==> config.mk <==
export PLATFORM = sky130hd
export DESIGN_NAME = thl_timer
export DESIGN_NICKNAME = d
export VERILOG_FILES = /design/src/rtl/thl_pkg.sv /design/src/rtl/thl_sync.sv /design/src/rtl/thl_prescaler.sv /design/src/rtl/thl_timer.sv
export SDC_FILE = /design/constraint.sdc
export NUM_CORES = 1
export LEC_CHECK = 0
export BUFFER_PORTS_ARGS = -buffer_cell sky130_fd_sc_hd__buf_4
export CAP_MARGIN = 20
export CORE_UTILIZATION = 55
export CTS_CLUSTER_DIAMETER = 100
export DETAILED_ROUTE_END_ITERATION = 10
export GPL_ROUTABILITY_DRIVEN = 0
export GPL_TIMING_DRIVEN = 0
export MAX_ROUTING_LAYER = met4
export PLACE_DENSITY = 0.77
export SLEW_MARGIN = 25
export SYNTH_ARGS = -nofsm -noshare
export SYNTH_HDL_FRONTEND = slang
export SYNTH_HIERARCHICAL = 1
export SYNTH_SLANG_ARGS = --single-unit
==> constraint.sdc <==
create_clock -name clock -period 5.04 [get_ports clock]
set_clock_uncertainty 0.2 [all_clocks]
set_input_delay 0 -clock clock [delete_from_list [all_inputs] [get_ports clock]]
set_output_delay 0 -clock clock [all_outputs]
set_load 0.005 [all_outputs]
==> src/rtl/thl_pkg.sv <==
// shared constants, codes and helpers for the hardware-limit timer
package thl_pkg;

	// ****************************************
	// register map
	// ****************************************
	localparam logic [7:0] ADDR_CLOCK_SELECT = 8'h00;
	localparam logic [7:0] ADDR_CONTROL      = 8'h04;
	localparam logic [7:0] ADDR_LIMIT        = 8'h08;
	localparam logic [7:0] ADDR_PERIOD       = 8'h0C;
	localparam logic [7:0] ADDR_PULSE_WIDTH  = 8'h10;
	localparam logic [7:0] ADDR_COUNT        = 8'h14;
	localparam logic [7:0] ADDR_STATUS       = 8'h18;

	localparam logic [3:0] RESET_CLOCK_SELECT = 4'h0;
	localparam logic [7:0] RESET_CONTROL      = 8'h00;
	localparam logic [7:0] RESET_LIMIT        = 8'h00;
	localparam logic [7:0] RESET_PERIOD       = 8'hFF;
	localparam logic [7:0] RESET_PULSE_WIDTH  = 8'h00;

	// ****************************************
	// field positions
	// ****************************************
	localparam int CTRL_ON_BIT        = 7;
	localparam int CTRL_PRESCALE_LSB  = 4;
	localparam int CTRL_POSTSCALE_LSB = 0;
	localparam int LIMIT_SYNC_BIT     = 7;
	localparam int LIMIT_MODE_LSB     = 0;
	localparam int STATUS_FLAG_BIT    = 0;

	// ****************************************
	// operating modes
	// ****************************************
	localparam logic [4:0] MODE_EDGE_LIMIT_RISE = 5'h0C;
	localparam logic [4:0] MODE_EDGE_LIMIT_FALL = 5'h0D;
	localparam logic [4:0] MODE_LVLRST_LOW      = 5'h0E;
	localparam logic [4:0] MODE_LVLRST_HIGH     = 5'h0F;
	localparam logic [4:0] MODE_MONO_RISE       = 5'h11;
	localparam logic [4:0] MODE_MONO_FALL       = 5'h12;
	localparam logic [4:0] MODE_MONO_BOTH       = 5'h13;
	localparam logic [4:0] MODE_LVLTRIG_LOW     = 5'h16;
	localparam logic [4:0] MODE_LVLTRIG_HIGH    = 5'h17;

	// ****************************************
	// clock source codes
	// ****************************************
	localparam logic [3:0] CS_PIN      = 4'h0;
	localparam logic [3:0] CS_FOSC4    = 4'h1;
	localparam logic [3:0] CS_FOSC     = 4'h2;
	localparam logic [3:0] CS_FAST     = 4'h3;
	localparam logic [3:0] CS_SLOW     = 4'h4;
	localparam logic [3:0] CS_MED_500K = 4'h5;
	localparam logic [3:0] CS_MED_31K  = 4'h6;
	localparam logic [3:0] CS_RSVD_LO  = 4'h7;
	localparam logic [3:0] CS_LOGIC_LO = 4'h8;
	localparam logic [3:0] CS_LOGIC_HI = 4'hE;
	localparam logic [3:0] CS_TO_INDEX = 4'h3;

	// ****************************************
	// counts
	// ****************************************
	localparam logic [1:0] RESTART_TICKS = 2'h2;
	localparam logic [1:0] FOSC4_LAST    = 2'h3;
	localparam int         SYNC_SOURCES  = 12;

	typedef enum logic [1:0] {ST_IDLE, ST_RUN, ST_HOLD} thl_state_e;
	typedef enum logic [2:0] {
		CL_OTHER, CL_EDGE_LIMIT, CL_LVLRST, CL_MONO, CL_LVLTRIG
	} thl_class_e;

	function automatic thl_class_e mode_class(input logic [4:0] m);
		if (m == MODE_EDGE_LIMIT_RISE || m == MODE_EDGE_LIMIT_FALL)
			return CL_EDGE_LIMIT;
		else if (m == MODE_LVLRST_LOW || m == MODE_LVLRST_HIGH)
			return CL_LVLRST;
		else if (m >= MODE_MONO_RISE && m <= MODE_MONO_BOTH)
			return CL_MONO;
		else if (m == MODE_LVLTRIG_LOW || m == MODE_LVLTRIG_HIGH)
			return CL_LVLTRIG;
		else
			return CL_OTHER;
	endfunction

	// selected trigger edge for edge-started modes
	function automatic logic edge_hit(input logic [4:0] m,
		input logic rise, input logic fall);
		if (m == MODE_EDGE_LIMIT_RISE || m == MODE_MONO_RISE)
			return rise;
		else if (m == MODE_EDGE_LIMIT_FALL || m == MODE_MONO_FALL)
			return fall;
		else
			return rise | fall;
	endfunction

	// high-level variants hold reset while the signal is high
	function automatic logic at_reset(input logic [4:0] m,
		input logic lvl);
		if (m == MODE_LVLRST_HIGH || m == MODE_LVLTRIG_HIGH)
			return lvl;
		else
			return ~lvl;
	endfunction

endpackage

==> src/rtl/thl_sync.sv <==
// three-stage synchroniser with agreement filter
`timescale 1ns/1ns
module thl_sync
	import thl_pkg::*;
#(
	parameter int W = 1
)(
	input  wire logic         clock,
	input  wire logic         sys_rst,
	input  wire logic [W-1:0] async_in,
	output logic      [W-1:0] level
);
	logic [W-1:0] stage1;
	logic [W-1:0] stage2;
	logic [W-1:0] stage3;

	always_ff @(posedge clock or posedge sys_rst)
	begin
		if (sys_rst)
		begin
			stage1 <= '0;
			stage2 <= '0;
			stage3 <= '0;
			level  <= '0;
		end
		else
		begin
			stage1 <= async_in;
			stage2 <= stage1;
			stage3 <= stage2;
			// a change counts only once stages two and three agree
			level  <= (stage2 & stage3) | (level & (stage2 ^ stage3));
		end
	end
endmodule

==> src/rtl/thl_prescaler.sv <==
// power-of-two prescaler on timer clock events
`timescale 1ns/1ns
module thl_prescaler
	import thl_pkg::*;
#(
	parameter int W = 7
)(
	input  wire logic       clock,
	input  wire logic       sys_rst,
	input  wire logic       clear,
	input  wire logic       event_in,
	input  wire logic [2:0] select,
	output logic            tick
);
	logic [W-1:0] cnt;
	logic [W:0]   limit_wide;
	logic [W-1:0] limit;

	assign limit_wide = ((W+1)'(1) << select) - (W+1)'(1);
	assign limit      = limit_wide[W-1:0];
	assign tick       = event_in & (cnt == limit);

	always_ff @(posedge clock or posedge sys_rst)
	begin
		if (sys_rst)
			cnt <= '0;
		else if (clear)
			cnt <= '0;
		else if (event_in)
			cnt <= tick ? '0 : cnt + W'(1);
	end

	a_prescale_wrap: assert property (@(posedge clock) disable iff (sys_rst)
		(tick && !clear) |=> (cnt == '0))
		else $error("prescaler did not wrap after tick");
endmodule

==> src/rtl/thl_timer.sv <==
// 8-bit period timer with hardware-limit and one-shot modes, APB slave
`timescale 1ns/1ns
module thl_timer
	import thl_pkg::*;
(
	input  wire logic        clock,
	input  wire logic        sys_rst,
	input  wire logic [7:0]  paddr,
	input  wire logic        psel,
	input  wire logic        penable,
	input  wire logic        pwrite,
	input  wire logic [31:0] pwdata,
	output logic      [31:0] prdata,
	output logic             pready,
	output logic             pslverr,
	input  wire logic        sleep_mode,
	input  wire logic        ext_clock_pin,
	input  wire logic        fast_internal_osc,
	input  wire logic        slow_internal_osc,
	input  wire logic        medium_osc_500k,
	input  wire logic        medium_osc_31k,
	input  wire logic [6:0]  internal_sources,
	input  wire logic        external_reset_signal,
	output logic             pwm_out,
	output logic             period_match,
	output logic             timer_flag,
	output logic [2:0]       osc_keep_running
);
	// ****************************************
	// registers
	// ****************************************
	logic [3:0] clock_select;
	logic       on_bit;
	logic [2:0] prescale_select;
	logic [3:0] postscale_select;
	logic       prescaler_sync_enable;
	logic [4:0] mode;
	logic [7:0] period_value;
	logic [7:0] pulse_width_value;
	logic [7:0] timer_count;
	logic       flag;

	thl_state_e state;
	thl_state_e next_state;
	logic [7:0] next_count;
	logic       next_pwm;
	logic [1:0] hold_cnt;
	logic [1:0] next_hold;
	logic       clear_on;
	logic       do_step;
	logic       match_clears_on;
	logic       period_hit;
	logic [3:0] post_cnt;
	logic [1:0] quarter;

	logic       wr_access;
	logic       wr_control;
	logic       rd_setup;
	logic       mapped;

	logic [SYNC_SOURCES-1:0] src_level;
	logic [SYNC_SOURCES-1:0] src_prev;
	logic [SYNC_SOURCES-1:0] src_rise;
	logic       src_event;
	logic       src_gated;
	logic       tick;
	logic       ers_prev;
	logic       ers_rise;
	logic       ers_fall;
	logic       trig;
	logic       atr;
	logic       leave_reset;
	logic       match;
	logic       pw_match;
	thl_class_e cls;

	// ****************************************
	// APB slave
	// ****************************************
	function automatic logic addr_mapped(input logic [7:0] a);
		if (a == ADDR_CLOCK_SELECT || a == ADDR_CONTROL)
			return 1'b1;
		else if (a == ADDR_LIMIT || a == ADDR_PERIOD)
			return 1'b1;
		else if (a == ADDR_PULSE_WIDTH || a == ADDR_COUNT)
			return 1'b1;
		else
			return a == ADDR_STATUS;
	endfunction

	assign pready     = 1'b1;
	assign mapped     = addr_mapped(paddr);
	assign pslverr    = psel & penable & ~mapped;
	assign wr_access  = psel & penable & pwrite & mapped;
	assign wr_control = wr_access & (paddr == ADDR_CONTROL);
	assign rd_setup   = psel & ~penable & ~pwrite;

	always_ff @(posedge clock or posedge sys_rst)
	begin
		if (sys_rst)
		begin
			clock_select          <= RESET_CLOCK_SELECT;
			prescale_select       <= RESET_CONTROL[6:4];
			postscale_select      <= RESET_CONTROL[3:0];
			prescaler_sync_enable <= RESET_LIMIT[LIMIT_SYNC_BIT];
			mode                  <= RESET_LIMIT[4:0];
			period_value          <= RESET_PERIOD;
			pulse_width_value     <= RESET_PULSE_WIDTH;
		end
		else if (wr_access)
		begin
			if (paddr == ADDR_CLOCK_SELECT)
				clock_select <= pwdata[3:0];
			else if (paddr == ADDR_CONTROL)
			begin
				prescale_select  <= pwdata[CTRL_PRESCALE_LSB +: 3];
				postscale_select <= pwdata[CTRL_POSTSCALE_LSB +: 4];
			end
			else if (paddr == ADDR_LIMIT)
			begin
				prescaler_sync_enable <= pwdata[LIMIT_SYNC_BIT];
				mode <= pwdata[LIMIT_MODE_LSB +: 5];
			end
			else if (paddr == ADDR_PERIOD)
				period_value <= pwdata[7:0];
			else if (paddr == ADDR_PULSE_WIDTH)
				pulse_width_value <= pwdata[7:0];
		end
	end

	// software write beats a hardware clear in the same cycle
	always_ff @(posedge clock or posedge sys_rst)
	begin
		if (sys_rst)
			on_bit <= RESET_CONTROL[CTRL_ON_BIT];
		else if (wr_control)
			on_bit <= pwdata[CTRL_ON_BIT];
		else if (clear_on)
			on_bit <= 1'b0;
	end

	// read data is captured in the setup cycle
	always_ff @(posedge clock or posedge sys_rst)
	begin
		if (sys_rst)
			prdata <= '0;
		else if (rd_setup)
		begin
			if (paddr == ADDR_CLOCK_SELECT)
				prdata <= {28'h0, clock_select};
			else if (paddr == ADDR_CONTROL)
				prdata <= {24'h0, on_bit, prescale_select, postscale_select};
			else if (paddr == ADDR_LIMIT)
				prdata <= {24'h0, prescaler_sync_enable, 2'h0, mode};
			else if (paddr == ADDR_PERIOD)
				prdata <= {24'h0, period_value};
			else if (paddr == ADDR_PULSE_WIDTH)
				prdata <= {24'h0, pulse_width_value};
			else if (paddr == ADDR_COUNT)
				prdata <= {24'h0, timer_count};
			else if (paddr == ADDR_STATUS)
				prdata <= {31'h0, flag};
			else
				prdata <= '0;
		end
	end

	// ****************************************
	// timer clock selection
	// ****************************************
	thl_sync #(
		.W (SYNC_SOURCES)
	) u_sync (
		.clock    (clock),
		.sys_rst  (sys_rst),
		.async_in ({internal_sources, medium_osc_31k, medium_osc_500k,
			slow_internal_osc, fast_internal_osc, ext_clock_pin}),
		.level    (src_level)
	);

	always_ff @(posedge clock or posedge sys_rst)
	begin
		if (sys_rst)
		begin
			src_prev <= '0;
			quarter  <= '0;
		end
		else
		begin
			src_prev <= src_level;
			quarter  <= quarter + 2'h1;
		end
	end

	assign src_rise = src_level & ~src_prev;

	always_comb
	begin
		src_event = 1'b0;
		case (clock_select)
			CS_PIN:      src_event = src_rise[0];
			CS_FOSC4:    src_event = (quarter == FOSC4_LAST);
			CS_FOSC:     src_event = 1'b1;
			CS_FAST:     src_event = src_rise[1];
			CS_SLOW:     src_event = src_rise[2];
			CS_MED_500K: src_event = src_rise[3];
			CS_MED_31K:  src_event = src_rise[4];
			CS_RSVD_LO:  src_event = 1'b0;
			default:
				if (clock_select <= CS_LOGIC_HI)
					src_event = src_rise[clock_select - CS_TO_INDEX];
		endcase
	end

	// with sync on, timer clock events are blocked while asleep
	assign src_gated = src_event & on_bit
		& ~(prescaler_sync_enable & sleep_mode);

	thl_prescaler #(
		.W (7)
	) u_prescaler (
		.clock    (clock),
		.sys_rst  (sys_rst),
		.clear    (~on_bit),
		.event_in (src_gated),
		.select   (prescale_select),
		.tick     (tick)
	);

	always_ff @(posedge clock or posedge sys_rst)
	begin
		if (sys_rst)
			osc_keep_running <= '0;
		else
		begin
			osc_keep_running[0] <= sleep_mode
				& (clock_select == CS_FAST);
			osc_keep_running[1] <= sleep_mode & (clock_select == CS_SLOW);
			osc_keep_running[2] <= sleep_mode
				& (clock_select == CS_MED_500K
				|| clock_select == CS_MED_31K);
		end
	end

	// ****************************************
	// mode control
	// ****************************************
	// the reset signal comes from logic on this clock
	always_ff @(posedge clock or posedge sys_rst)
	begin
		if (sys_rst)
			ers_prev <= 1'b0;
		else
			ers_prev <= external_reset_signal;
	end

	assign ers_rise    = external_reset_signal & ~ers_prev;
	assign ers_fall    = ~external_reset_signal & ers_prev;
	assign cls         = mode_class(mode);
	assign trig        = edge_hit(mode, ers_rise, ers_fall);
	assign atr         = at_reset(mode, external_reset_signal);
	assign leave_reset = at_reset(mode, ers_prev) & ~atr;
	assign match       = (timer_count == period_value);
	assign pw_match    = (timer_count == pulse_width_value);
	assign period_hit  = do_step & tick & match;

	always_comb
	begin
		next_state      = state;
		next_count      = timer_count;
		next_pwm        = pwm_out;
		next_hold       = hold_cnt;
		do_step         = 1'b0;
		match_clears_on = 1'b1;
		if (!on_bit)
		begin
			next_state = ST_IDLE;
			next_count = '0;
			next_pwm   = 1'b0;
			next_hold  = '0;
		end
		else
		begin
			case (cls)
				CL_EDGE_LIMIT:
					if (trig)
					begin
						next_count = '0;
						next_pwm   = 1'b1;
						if (state == ST_IDLE)
							next_state = ST_RUN;
						else
						begin
							next_state = ST_HOLD;
							next_hold  = RESTART_TICKS;
						end
					end
					else if (state == ST_HOLD && tick)
					begin
						next_hold = hold_cnt - 2'h1;
						if (hold_cnt == 2'h1)
							next_state = ST_RUN;
					end
					else
						do_step = (state == ST_RUN);
				CL_LVLRST:
					if (atr)
					begin
						next_count = '0;
						next_state = ST_IDLE;
					end
					else if (state == ST_IDLE && leave_reset)
					begin
						next_state = ST_RUN;
						next_pwm   = 1'b1;
					end
					else
						do_step = (state == ST_RUN);
				CL_MONO:
				begin
					match_clears_on = 1'b0;
					if (state == ST_IDLE && trig)
					begin
						next_state = ST_RUN;
						next_pwm   = 1'b1;
					end
					else
						do_step = (state == ST_RUN);
				end
				CL_LVLTRIG:
					if (atr)
					begin
						next_count = '0;
						next_state = ST_IDLE;
					end
					else if (state == ST_IDLE)
					begin
						next_state = ST_RUN;
						next_pwm   = 1'b1;
					end
					else
						do_step = 1'b1;
				default:
				begin
					match_clears_on = 1'b0;
					next_state      = ST_RUN;
					do_step         = 1'b1;
				end
			endcase
			if (do_step && tick)
			begin
				if (pw_match)
					next_pwm = 1'b0;
				if (match)
				begin
					next_count = '0;
					if (cls != CL_OTHER)
						next_state = ST_IDLE;
					if (cls == CL_OTHER)
						next_pwm = 1'b1;
				end
				else
					next_count = timer_count + 8'h01;
			end
		end
	end

	assign clear_on = period_hit & match_clears_on;

	always_ff @(posedge clock or posedge sys_rst)
	begin
		if (sys_rst)
		begin
			state       <= ST_IDLE;
			timer_count <= '0;
			pwm_out     <= 1'b0;
			hold_cnt    <= '0;
		end
		else
		begin
			state       <= next_state;
			timer_count <= next_count;
			pwm_out     <= next_pwm;
			hold_cnt    <= next_hold;
		end
	end

	// ****************************************
	// postscaler and flag
	// ****************************************
	always_ff @(posedge clock or posedge sys_rst)
	begin
		if (sys_rst)
		begin
			post_cnt     <= '0;
			period_match <= 1'b0;
		end
		else
		begin
			period_match <= period_hit;
			if (!on_bit)
				post_cnt <= '0;
			else if (period_hit)
				post_cnt <= (post_cnt == postscale_select)
					? 4'h0 : post_cnt + 4'h1;
		end
	end

	// write one to clear; a new event in the same cycle wins
	always_ff @(posedge clock or posedge sys_rst)
	begin
		if (sys_rst)
			flag <= 1'b0;
		else if (period_hit && post_cnt == postscale_select)
			flag <= 1'b1;
		else if (wr_access && paddr == ADDR_STATUS
			&& pwdata[STATUS_FLAG_BIT])
			flag <= 1'b0;
	end

	assign timer_flag = flag;

	// ****************************************
	// checks
	// ****************************************
	a_on_hw_clear: assert property (@(posedge clock) disable iff (sys_rst)
		(clear_on && !wr_control) |=> !on_bit)
		else $error("on bit not cleared after limit match");
	a_off_resets: assert property (@(posedge clock) disable iff (sys_rst)
		!on_bit |=> (timer_count == 8'h00 && state == ST_IDLE && !pwm_out))
		else $error("counting state not reset while off");
	a_restart_hold: assert property (@(posedge clock) disable iff (sys_rst)
		(on_bit && cls == CL_EDGE_LIMIT && state == ST_RUN && trig)
		|=> (state == ST_HOLD && hold_cnt == 2'h2 && timer_count == 8'h00))
		else $error("reset edge did not enter two-tick hold");
	a_edge_start: assert property (@(posedge clock) disable iff (sys_rst)
		(on_bit && cls == CL_EDGE_LIMIT && state == ST_IDLE && trig)
		|=> (state == ST_RUN && pwm_out))
		else $error("edge did not start the timer and pulse");
	a_level_hold: assert property (@(posedge clock) disable iff (sys_rst)
		(on_bit && cls == CL_LVLRST && atr) |=> timer_count == 8'h00)
		else $error("count not held at reset level");
	a_mono_keep_on: assert property (@(posedge clock) disable iff (sys_rst)
		(cls == CL_MONO && period_hit && !wr_control)
		|=> (on_bit && state == ST_IDLE))
		else $error("monostable match mishandled");
	a_lvtrig_start: assert property (@(posedge clock) disable iff (sys_rst)
		(on_bit && cls == CL_LVLTRIG && !atr && state == ST_IDLE)
		|=> (state == ST_RUN && pwm_out))
		else $error("level-triggered start missed");
	a_sleep_freeze: assert property (@(posedge clock) disable iff (sys_rst)
		(prescaler_sync_enable && sleep_mode && on_bit
		&& (cls == CL_MONO || cls == CL_OTHER))
		|=> $stable(timer_count))
		else $error("timer moved during sleep");
	a_period_wrap: assert property (@(posedge clock) disable iff (sys_rst)
		period_hit |=> (timer_count == 8'h00 && period_match))
		else $error("count not cleared after period match");
	a_post_flag: assert property (@(posedge clock) disable iff (sys_rst)
		(period_hit && post_cnt == postscale_select) |=> flag)
		else $error("flag not raised at postscale count");
endmodule

==> reports/results.txt, run 1 <==
P&R area growth vs syn: 24.54%
initial DRC count: 432
sort of element at the start of the critical path: register
clock sink count: 134
postcts setup bufs: 0
worst-skew pair later-pin latency: 0.42 ns
final period utilization: 88.14%
worst-case vdd ir drop: 0.0002960 V
number of cell rows: 40
Die X: 113.6 microns
hold_ws: 0.02710 ns
Nets: 843
distinct cell type count of the synthesized netlist: 85
leading cell types by total area after synthesis: sky130_fd_sc_hd__dfrtp_1 (46%), sky130_fd_sc_hd__mux2_2 (5.3%), sky130_fd_sc_hd__ha_1 (4.2%)
setup repair after global routing missed its margin: no
minimum clock period: 4.442 ns
dpl cell area: 7562 sq um
highest clock frequency the design can meet: 225.1 MHz
CTS HTree Levels: 4
remaining antenna violation count after routing: 0
router iterations before antenna repair: 4
cell count of the worst reg-to-reg path: 11
count of endpoints failing setup in the final report: 0
number of global-route vias before repair: 5387
synth warn: 6
die height: 113.6 microns
global-route wire length before repair: 26070 microns
number of primary I/O pins: 99
Root Driver: sky130_fd_sc_hd__clkbuf_16
overflow left after global routing: 0
Slew Limit Fails: 0
total power divided by cell area: 289.5 nW/um^2
layout cell share with drive strength beyond 1: 23.13%
category of the critical setup timing path: reg -> reg
Post-Syn Area: 6848 sq um
final-report hold violation count: 0
n_diodes: 0
post-route insts no fill: 942
Clock Tree Buf Depth: 2
gate count after technology mapping: 628
synthesized area per cell: 10.90 sq um
detailed placer's ending HPWL: 11040 microns
# port buffers: 49
worst slew pin tran: 0.8778 ns
Detailed Route WL: 15860 microns
largest net degree at the start of global routing: 49
number of buffers added to fix hold violations after cts: 40
post_cts resized: 0
count of maximum capacitance violations: 0
share of synthesized area occupied by flip-flops and latches: 49.11%
area share of the leading cell type in the synthesized netlist: 46.04%
number of buffers created by CTS: 17
DRC Markers: 0
# placed instances: 870
CP max FO: 12
total global routing track utilization: 27.25%
die area: 12900 sq um
vias per cell: 5.663
number of flops mapped to enable cells by yosys: 0
sort of element at the end of the critical path: register
Routed WL per cell: 16.84 microns
Yosys top cell by area: sky130_fd_sc_hd__dfrtp_1
Critical Path RT: 5.20 ns
Leak Pwr: 3.971 nW
type of the tightest min-delay check: in -> reg
finished layout cell area: 8528 sq um
Slew headroom: 40.94%
Main synth FF type: sky130_fd_sc_hd__dfrtp_1
TritonCTS clock tree: built
Floorplan Core Area: 12060 sq um
starting utilization of the core area: 56.77%
Arr. time, crit path: 4.60 ns
count of state elements after synthesis: 134
initial antenna violation count: 0
final-layout setup total negative slack: 0 ns
run status: completed
worst hold path depth: 2
clk slew on worst S/H paths: 0.06 ns
fraction of the core area covered by cells at the end of the flow: 70.71%
via count: 5335
Async SR Flop Fraction: 100.0%
cells in the final DEF, fill, tap and decap left out, types with 20 or more instances in the layout:
cell and n:
sky130_fd_sc_hd__a21oi_1 22, sky130_fd_sc_hd__inv_1 21, sky130_fd_sc_hd__xor2_1 20, sky130_fd_sc_hd__nor2_1 31
sky130_fd_sc_hd__clkbuf_1 23, sky130_fd_sc_hd__o21ai_0 23, sky130_fd_sc_hd__buf_4 75, sky130_fd_sc_hd__mux2_2 32
sky130_fd_sc_hd__ha_1 23, sky130_fd_sc_hd__dlygate4sd3_1 40, sky130_fd_sc_hd__nand2_1 45, sky130_fd_sc_hd__dfrtp_1 126
sky130_fd_sc_hd__conb_1 25
cell type report:
class	count	area (sq um)
plain buffers	55	329.1
clock buffers	20	466.7
clock inverters	12	92.59
fillers	861	3533
inverters	24	92.59
multi-input cells	438	3158
flip-flops and latches	134	3363
well taps	168	210.2
repair buffers	91	815.8
worst max-delay path, cell delays in order, from the launching register on:
cell,delay (ns)
sky130_fd_sc_hd__dfrtp_1,0.47
sky130_fd_sc_hd__clkbuf_1,0.43
sky130_fd_sc_hd__a32oi_1,0.18
sky130_fd_sc_hd__mux4_2,0.49
sky130_fd_sc_hd__a21oi_1,0.15
sky130_fd_sc_hd__o21a_1,0.39
sky130_fd_sc_hd__o211ai_2,0.23
sky130_fd_sc_hd__nor3_4,0.51
sky130_fd_sc_hd__inv_1,0.16
sky130_fd_sc_hd__or3_1,0.43
sky130_fd_sc_hd__nor2_1,0.48
sky130_fd_sc_hd__mux2_2,0.26
metrics by stage:
step	total power [W]	setup slack, ns
6_report	0.002469	0.5976
4_1_cts	0.002496	0.6415
3_3_place_gp	0.001299	0.8609
2_1_floorplan	0.001245	1.512
3_5_place_dp	0.001314	0.7002
5_1_grt	0.002560	0.3414
Yosys cell counts, types with 9 or more instances:
library cell	n
sky130_fd_sc_hd__nand2b_1	9
sky130_fd_sc_hd__ha_1	23
sky130_fd_sc_hd__o21ai_0	23
sky130_fd_sc_hd__nor2_1	31
sky130_fd_sc_hd__nor3_1	13
sky130_fd_sc_hd__inv_1	23
sky130_fd_sc_hd__mux2_2	32
sky130_fd_sc_hd__a21oi_1	22
sky130_fd_sc_hd__nand3_1	18
sky130_fd_sc_hd__xor2_1	20
sky130_fd_sc_hd__nand2_1	45
sky130_fd_sc_hd__xnor2_1	12
sky130_fd_sc_hd__nor2b_1	9
sky130_fd_sc_hd__buf_4	26
sky130_fd_sc_hd__a21o_1	14
sky130_fd_sc_hd__clkbuf_1	23
sky130_fd_sc_hd__dfrtp_1	126
cells by family (layout without fill, tap and decap cells):
group                    Yosys count  count (layout)  share of synthesized area, %
AO/OA/AOI/OAI                    134             134                         14.89
XOR/XNOR                          32              32                         4.093
adder cells (fa/ha/maj)           23              23                         4.203
buffers and inverters             79             202                         6.121
flip-flops                       134             134                         49.11
multiplexers                      40              40                         6.614
other                              2              25                        0.1097
AND/OR/NAND/NOR                  184             184                         14.85
state kept, by name, indices dropped and copies added, names as in the netlist, 2 cells and up:
register,cells
hold_cnt,2
quarter,2
timer_count,8
osc_keep_running,3
clock_select,4
postscale_select,4
u_sync/stage3,12
period_value,8
mode,5
state,2
prescale_select,3
post_cnt,4
u_prescaler/cnt,7
src_prev,12
u_sync/stage2,12
u_sync/level,12
pulse_width_value,8
u_sync/stage1,12
prdata,8
final timing paths:
check | from | endpoint | slack (ns)
min in group asynchronous | sys_rst | u_prescaler/cnt[6] | 0.57
worst max-delay path | clock_select[0] | timer_count[0] | 0.60
max in group asynchronous | sys_rst | period_value[1] | 3.36
worst max register to register | clock_select[0] | timer_count[0] | 0.60
worst min register to register | u_sync/stage1[2] | u_sync/stage2[2] | 0.15
worst min-delay path | medium_osc_500k | u_sync/stage1[3] | 0.03
report_power, final:
part	switching, W	internal, W
Clock	0.000473	0.000673
Sequential	0.0000215	0.00112
Combinational	0.0000931	0.0000919
per-layer routing:
metal  track usage [%]  up-vias  wire [microns]
met3             6.323       46             863
met1             31.97     2589            6591
met5                 -        -               0
met2             44.07      204            7889
li1                  -     2496               -
met4             13.95        0             516
No activity file was read; power rests on OpenSTA's default activity.
==> inputs of run 2 (changes only) <==
--- a/config.mk
+++ b/config.mk
@@ -17,5 +17,4 @@
 export SLEW_MARGIN = 25
 export SYNTH_ARGS = -nofsm -noshare
 export SYNTH_HDL_FRONTEND = slang
-export SYNTH_HIERARCHICAL = 1
 export SYNTH_SLANG_ARGS = --single-unit
==> run 2 against run 1 <==
  * Maximum frequency up 11%
  * Final cell count is 4.2% lower
  * First-iteration DRC count is 34% higher
  * Critical path type unchanged
==> reports/results.txt, run 2 <==
type of the tightest min-delay check: in -> reg
Post-Syn Area: 6795 sq um
critical register-to-register path startpoint: clock_select[0]
met2 wirelength from detailed routing: 7608 microns
run status: completed
Floorplan Core Area: 12010 sq um
Clock Tree Buf Depth: 2
postcts setup bufs: 0
die area: 12800 sq um
Worst Slack Setup Final: 1.029 ns
distinct cell type count of the synthesized netlist: 81
sort of element at the start of the critical path: register
hold_ws: 0.02349 ns
CTS HTree Levels: 4
adder and majority gate portion of the synthesized area: 4.235%
mux contribution to synthesized area: 8.065%
sum of met3 wire segment lengths after detailed routing: 1105 microns
total power divided by cell area: 338.5 nW/um^2
Detailed Route WL: 15700 microns
layout cell share with drive strength beyond 1: 23.58%
Critical Path RT: 5.14 ns
CP max FO: 10
die height: 113.2 microns
Main synth FF type: sky130_fd_sc_hd__dfrtp_1
minimum clock period: 4.011 ns
final-layout setup total negative slack: 0 ns
Arr. time, crit path: 4.11 ns
initial antenna violation count: 0
Leak Pwr: 3.987 nW
sort of element at the end of the critical path: register
share of synthesized area occupied by flip-flops and latches: 49.49%
fraction of synthesized cell area in xor and xnor cells: 3.867%
P&R area growth vs syn: 23.48%
router iterations before antenna repair: 5
Slew Limit Fails: 0
final period utilization: 79.59%
worst-case vdd ir drop: 0.0003401 V
Yosys top cell by area: sky130_fd_sc_hd__dfrtp_1
synthesized area per cell: 10.98 sq um
count of endpoints failing setup in the final report: 0
clock sink count: 134
Root Driver: sky130_fd_sc_hd__clkbuf_16
largest net degree at the start of global routing: 108
initial DRC count: 581
uppermost layer routed: met4
number of flops mapped to enable cells by yosys: 0
final-report hold violation count: 0
area share of and/or/nand/nor cells after synthesis: 15.96%
remaining antenna violation count after routing: 0
detailed placer's ending HPWL: 10540 microns
synth warn: 0
Async SR Flop Fraction: 100.0%
top library cells by usage in the layout, fill and taps aside: sky130_fd_sc_hd__dfrtp_1 (126), sky130_fd_sc_hd__buf_4 (74), sky130_fd_sc_hd__nand2_1 (53)
TritonCTS clock tree: built
setup repair after global routing missed its margin: no
list of most frequent post-synthesis cells: sky130_fd_sc_hd__dfrtp_1 (126), sky130_fd_sc_hd__nand2_1 (53), sky130_fd_sc_hd__mux2_2 (34), sky130_fd_sc_hd__buf_4 (27), sky130_fd_sc_hd__o21ai_0 (24)
vias per cell: 5.881
starting utilization of the core area: 56.57%
number of global-route vias before repair: 5199
crit path launch: clock_select[0]
largest family of logic cells by synthesized area: simple AND/OR/NAND/NOR gates
# placed instances: 837
Die X: 113.2 microns
number of primary I/O pins: 99
DRC Markers: 0
n_diodes: 0
number of buffers created by CTS: 17
count of state elements after synthesis: 134
HP Start: ext_clock_pin
global-route wire length before repair: 25390 microns
most frequent standard cell in the layout excluding fill and tap cells: sky130_fd_sc_hd__dfrtp_1
Routed WL per cell: 17.41 microns
Nets: 824
number of buffers added to fix hold violations after cts: 33
area share of the leading cell type in the synthesized netlist: 46.40%
compound-cell area share of the yosys netlist: 12.56%
overflow left after global routing: 0
gate count after technology mapping: 619
Place WS: 1.288 ns
layout filler cell count: 858
via count: 5305
# port buffers: 47
category of the critical setup timing path: reg -> reg
count of maximum capacitance violations: 0
clk slew on worst S/H paths: 0.06 ns
worst slew pin tran: 0.8882 ns
total global routing track utilization: 26.63%
post-route insts no fill: 902
most common cell in the netlist: sky130_fd_sc_hd__dfrtp_1
number of cell rows: 40
highest clock frequency the design can meet: 249.3 MHz
leading cell types by total area after synthesis: sky130_fd_sc_hd__dfrtp_1 (46%), sky130_fd_sc_hd__mux2_2 (5.6%), sky130_fd_sc_hd__ha_1 (4.2%)
Met1 Wirelength: 6594 microns
post_cts resized: 0
Slew headroom: 40.24%
worst-skew pair later-pin latency: 0.42 ns
==> run 2: cell count changes after synthesis, moves of 4 or more <==
cell and delta:
sky130_fd_sc_hd__nand2_1 +8, sky130_fd_sc_hd__xor2_1 -8, sky130_fd_sc_hd__a21oi_1 -4, sky130_fd_sc_hd__nor3_1 -4, sky130_fd_sc_hd__xnor2_1 +6, sky130_fd_sc_hd__clkbuf_1 -7
sky130_fd_sc_hd__mux2i_1 +5, sky130_fd_sc_hd__nand3b_1 +5, sky130_fd_sc_hd__inv_1 -5, sky130_fd_sc_hd__buf_2 +7, sky130_fd_sc_hd__nor2_1 -15
==> run 2: power by group <==
| group | internal (W) | switching (W) | total, W |
|---|---|---|---|
| clock network | 0.000754 | 0.000499 | 0.00125 |
| logic | 0.000172 | 0.000197 | 0.000369 |
| registers | 0.00115 | 0.0000689 | 0.00122 |
| total | 0.00207 | 0.000766 | 0.00284 |
==> run 2: cells by family after synthesis <==
kind of cell | count (synthesis)
compound gates | 121
buf+inv | 73
xor+xnor | 30
mux | 48
flops | 134
other cells | 2
simple gates | 188
fa+ha+maj | 23
==> run 2: cell type report <==
class                   instances  area, sq um  share of cell area, %
multi-input cells             435         3131                  37.31
repair buffers                 81        710.7                  8.470
well taps                     147        183.9                  2.192
flip-flops and latches        134         3363                  40.08
inverters                      19        78.83                 0.9395
clock buffers                  18        439.2                  5.234
plain buffers                  54        316.6                  3.773
clock inverters                14        167.7                  1.998
==> run 2: critical path: stages, from the launching register on <==
cell and delay [ns]:
sky130_fd_sc_hd__dfrtp_1 0.50, sky130_fd_sc_hd__buf_2 0.30, sky130_fd_sc_hd__inv_1 0.09, sky130_fd_sc_hd__ha_1 0.28, sky130_fd_sc_hd__nor4_1 0.41, sky130_fd_sc_hd__o2111ai_1 0.19
sky130_fd_sc_hd__nor4bb_1 0.50, sky130_fd_sc_hd__a211o_1 0.23, sky130_fd_sc_hd__buf_2 0.26, sky130_fd_sc_hd__nand2_1 0.24, sky130_fd_sc_hd__o21a_1 0.38, sky130_fd_sc_hd__mux2_2 0.31
==> run 2: worst paths after layout <==
path,to,slack [ns],cells after the start
max,timer_count[0],1.03,11
min,u_sync.stage1[0],0.02,2
max reg2reg,timer_count[0],1.03,11
min reg2reg,u_sync.stage2[0],0.15,0
max in group asynchronous,u_sync.stage2[7],3.36,5
min in group asynchronous,timer_count[5],0.50,4
==> run 2: per-stage QoR <==
| step | total power (W) | instance area (sq um) | utilization [%] |
|---|---|---|---|
| detailed placement | 0.001577 | 7453 | 62.05 |
| finish | 0.002840 | 8391 | 69.85 |
| CTS | 0.002850 | 8391 | 69.85 |
| floorplan | 0.001451 | 6882 | - |
| global route | 0.002956 | 8391 | 69.85 |
| global placement | 0.001554 | 7418 | 61.76 |
==> run 2: metal layers <==
layer  vias up  GRT usage (%)
li1       2429              -
met1      2613          32.18
met2       221          41.68
met3        42          7.713
met4         0          11.67
met5         -              -
==> inputs of run 3 (changes only) <==
==> constraint.sdc (replaced) <==
create_clock -name clock -period 3.73 [get_ports clock]
set_clock_uncertainty 0.2 [all_clocks]
set_input_delay 0 -clock clock [delete_from_list [all_inputs] [get_ports clock]]
set_output_delay 0 -clock clock [all_outputs]
set_load 0.005 [all_outputs]
==> run 3 against run 2 <==
  * Register-to-register slack worse by 0.86 ns
  * Maximum frequency up 13%
  * Critical path depth unchanged
  * Highest routed layer unchanged
  * Largest power group is now registers
  * Flip-flop and latch count unchanged
  * Critical path type unchanged
==> reports/results.txt, run 3 (synthesis gave the netlist of run 2 again) <==
detailed placer's ending HPWL: 10680 microns
count of endpoints failing setup in the final report: 0
Floorplan Core Area: 12010 sq um
remaining antenna violation count after routing: 0
via count: 5228
die area: 12800 sq um
global-route track usage on met3: 7.124%
worst slew pin tran: 0.9471 ns
total power divided by cell area: 446.4 nW/um^2
initial DRC count: 576
number of buffers created by CTS: 17
CP max FO: 10
total global routing track utilization: 26.86%
Nets: 826
type of the tightest min-delay check: in -> reg
busiest layer in global routing: met2
top library cells by usage in the layout, fill and taps aside: sky130_fd_sc_hd__dfrtp_1 (125), sky130_fd_sc_hd__buf_4 (74), sky130_fd_sc_hd__nand2_1 (52)
largest net degree at the start of global routing: 36
starting utilization of the core area: 56.57%
number of cell rows: 40
Arr. time, crit path: 3.68 ns
fraction of the core area covered by cells at the end of the flow: 70.34%
Routed WL per cell: 16.95 microns
worst reg2reg setup slack: 0.17 ns
setup repair after global routing missed its margin: no
Detailed Route WL: 15330 microns
initial antenna violation count: 0
finished layout cell area: 8449 sq um
Leak Pwr: 3.985 nW
cell family contributing the most delay on the critical path: simple AND/OR/NAND/NOR gates
worst-case vdd ir drop: 0.0006869 V
number of global-route vias before repair: 5155
postcts setup bufs: 0
total power consumption of the routed design: 0.003772 W
run status: completed
minimum clock period: 3.560 ns
router iterations before antenna repair: 6
n_diodes: 0
count of maximum capacitance violations: 0
Slew Limit Fails: 0
vias per cell: 5.783
final-report hold violation count: 0
layout cell share with drive strength beyond 1: 24.70%
worst-skew pair later-pin latency: 0.43 ns
layout filler cell count: 865
Critical Path RT: 3.85 ns
Clock Tree Buf Depth: 2
area used by multi-input combinational logic: 3168 sq um
largest stage delay on the critical path: 0.52 ns
CTS HTree Levels: 4
Root Driver: sky130_fd_sc_hd__clkbuf_16
final period utilization: 95.43%
Place WS: -0.05817 ns
die height: 113.2 microns
category of the critical setup timing path: reg -> reg
Slew headroom: 36.28%
Buf+Inv Stages, Crit Path: 3
highest clock frequency the design can meet: 280.9 MHz
Die X: 113.2 microns
most frequent standard cell in the layout excluding fill and tap cells: sky130_fd_sc_hd__dfrtp_1
P&R area growth vs syn: 24.34%
post-route insts no fill: 904
sort of element at the start of the critical path: register
crit path max-delay cell type: sky130_fd_sc_hd__or4b_1
Worst Slack Setup Final: 0.1704 ns
TritonCTS clock tree: built
dpl cell area: 7510 sq um
GR met2 Demand/Resource: 41.68%
clock sink count: 134
overflow left after global routing: 0
met1 demand-to-capacity share in global routing: 32.62%
# port buffers: 47
number of primary I/O pins: 99
# placed instances: 840
sort of element at the end of the critical path: register
DRC Markers: 0
clk slew on worst S/H paths: 0.06 ns
Storage cell area: 3364 sq um
Critical Path, Cell by Cell: clkbuf_4 -> inv_1 -> ha_1 -> nor4_4 -> o2111ai_1 -> nor4bb_2 -> a211oi_1 -> or4b_1 -> buf_2 -> and2_1 -> a21o_1
global-route wire length before repair: 25410 microns
-- run 3: cell types whose count changed in the layout (fill, tap and decap cells not counted), sizes merged --
cell / before / now
inv: 23 / 24
clkbuf: 35 / 36
dlygate4sd3: 33 / 32
buf: 85 / 87
bufinv: 2 / 1
clkinv: 7 / 4
clkinvlp: 1 / 4
-- run 3: per-layer routing --
layer	share of wire (%)	vias to the layer above
li1	-	2433
met1	43	2563
met2	49	190
met3	6.5	42
met4	2.1	0
met5	0	-
-- run 3: worst paths after layout --
kind                                      from  cells after the start          endpoint
min in group asynchronous              sys_rst                      4      period_match
max in group asynchronous              sys_rst                      6   clock_select[0]
min                        internal_sources[3]                      2  u_sync.stage1[8]
max                            clock_select[0]                     11       post_cnt[2]
max reg2reg                    clock_select[0]                     11       post_cnt[2]
min reg2reg                   u_sync.stage1[2]                      0  u_sync.stage2[2]
-- run 3: cell type report --
cell class                      count  share of cell area (%)
Inverter                           19                  0.8885
Sequential cell                   134                   39.82
Clock buffer                       18                   5.198
Tap cell                          147                   2.177
Buffer                             54                   3.776
Multi-Input combinational cell    435                   37.49
Clock inverter                     14                   1.644
Timing Repair Buffer               83                   9.003
-- run 3: metrics by stage --
| stage | TNS [ns] | hold WS [ns] |
|---|---|---|
| after CTS | 0 | 0.002876 |
| after global placement | 0 | -0.09102 |
| after global routing | 0 | 0.006853 |
| after detailed placement | -0.1270 | -0.1305 |
| final | 0 | 0.02037 |
| after floorplan | 0 | -0.1686 |
-- run 3: report_power, final --
group          switching [W]  leakage, nW  total, W  internal, W
registers          0.0000930         1.68   0.00165      0.00155
logic               0.000267         2.03  0.000507     0.000241
clock network       0.000670        0.276   0.00162     0.000949
total                0.00103         3.98   0.00377      0.00274
-- run 3: worst reg2reg max path, stage by stage (launching register included) --
cell and delay, ns:
sky130_fd_sc_hd__dfrtp_2 0.45, sky130_fd_sc_hd__clkbuf_4 0.24, sky130_fd_sc_hd__inv_1 0.08, sky130_fd_sc_hd__ha_1 0.30
sky130_fd_sc_hd__nor4_4 0.29, sky130_fd_sc_hd__o2111ai_1 0.19, sky130_fd_sc_hd__nor4bb_2 0.39, sky130_fd_sc_hd__a211oi_1 0.20
sky130_fd_sc_hd__or4b_1 0.52, sky130_fd_sc_hd__buf_2 0.22, sky130_fd_sc_hd__and2_1 0.20, sky130_fd_sc_hd__a21o_1 0.17
-- run 3: repair_timing --
action	CTS	global route
hold buffers	32	0
endpoints found under the setup margin	6	14
resized for setup	3	6
pin swaps	0	0
hold endpoints to repair	166	0
gates cloned	0	0
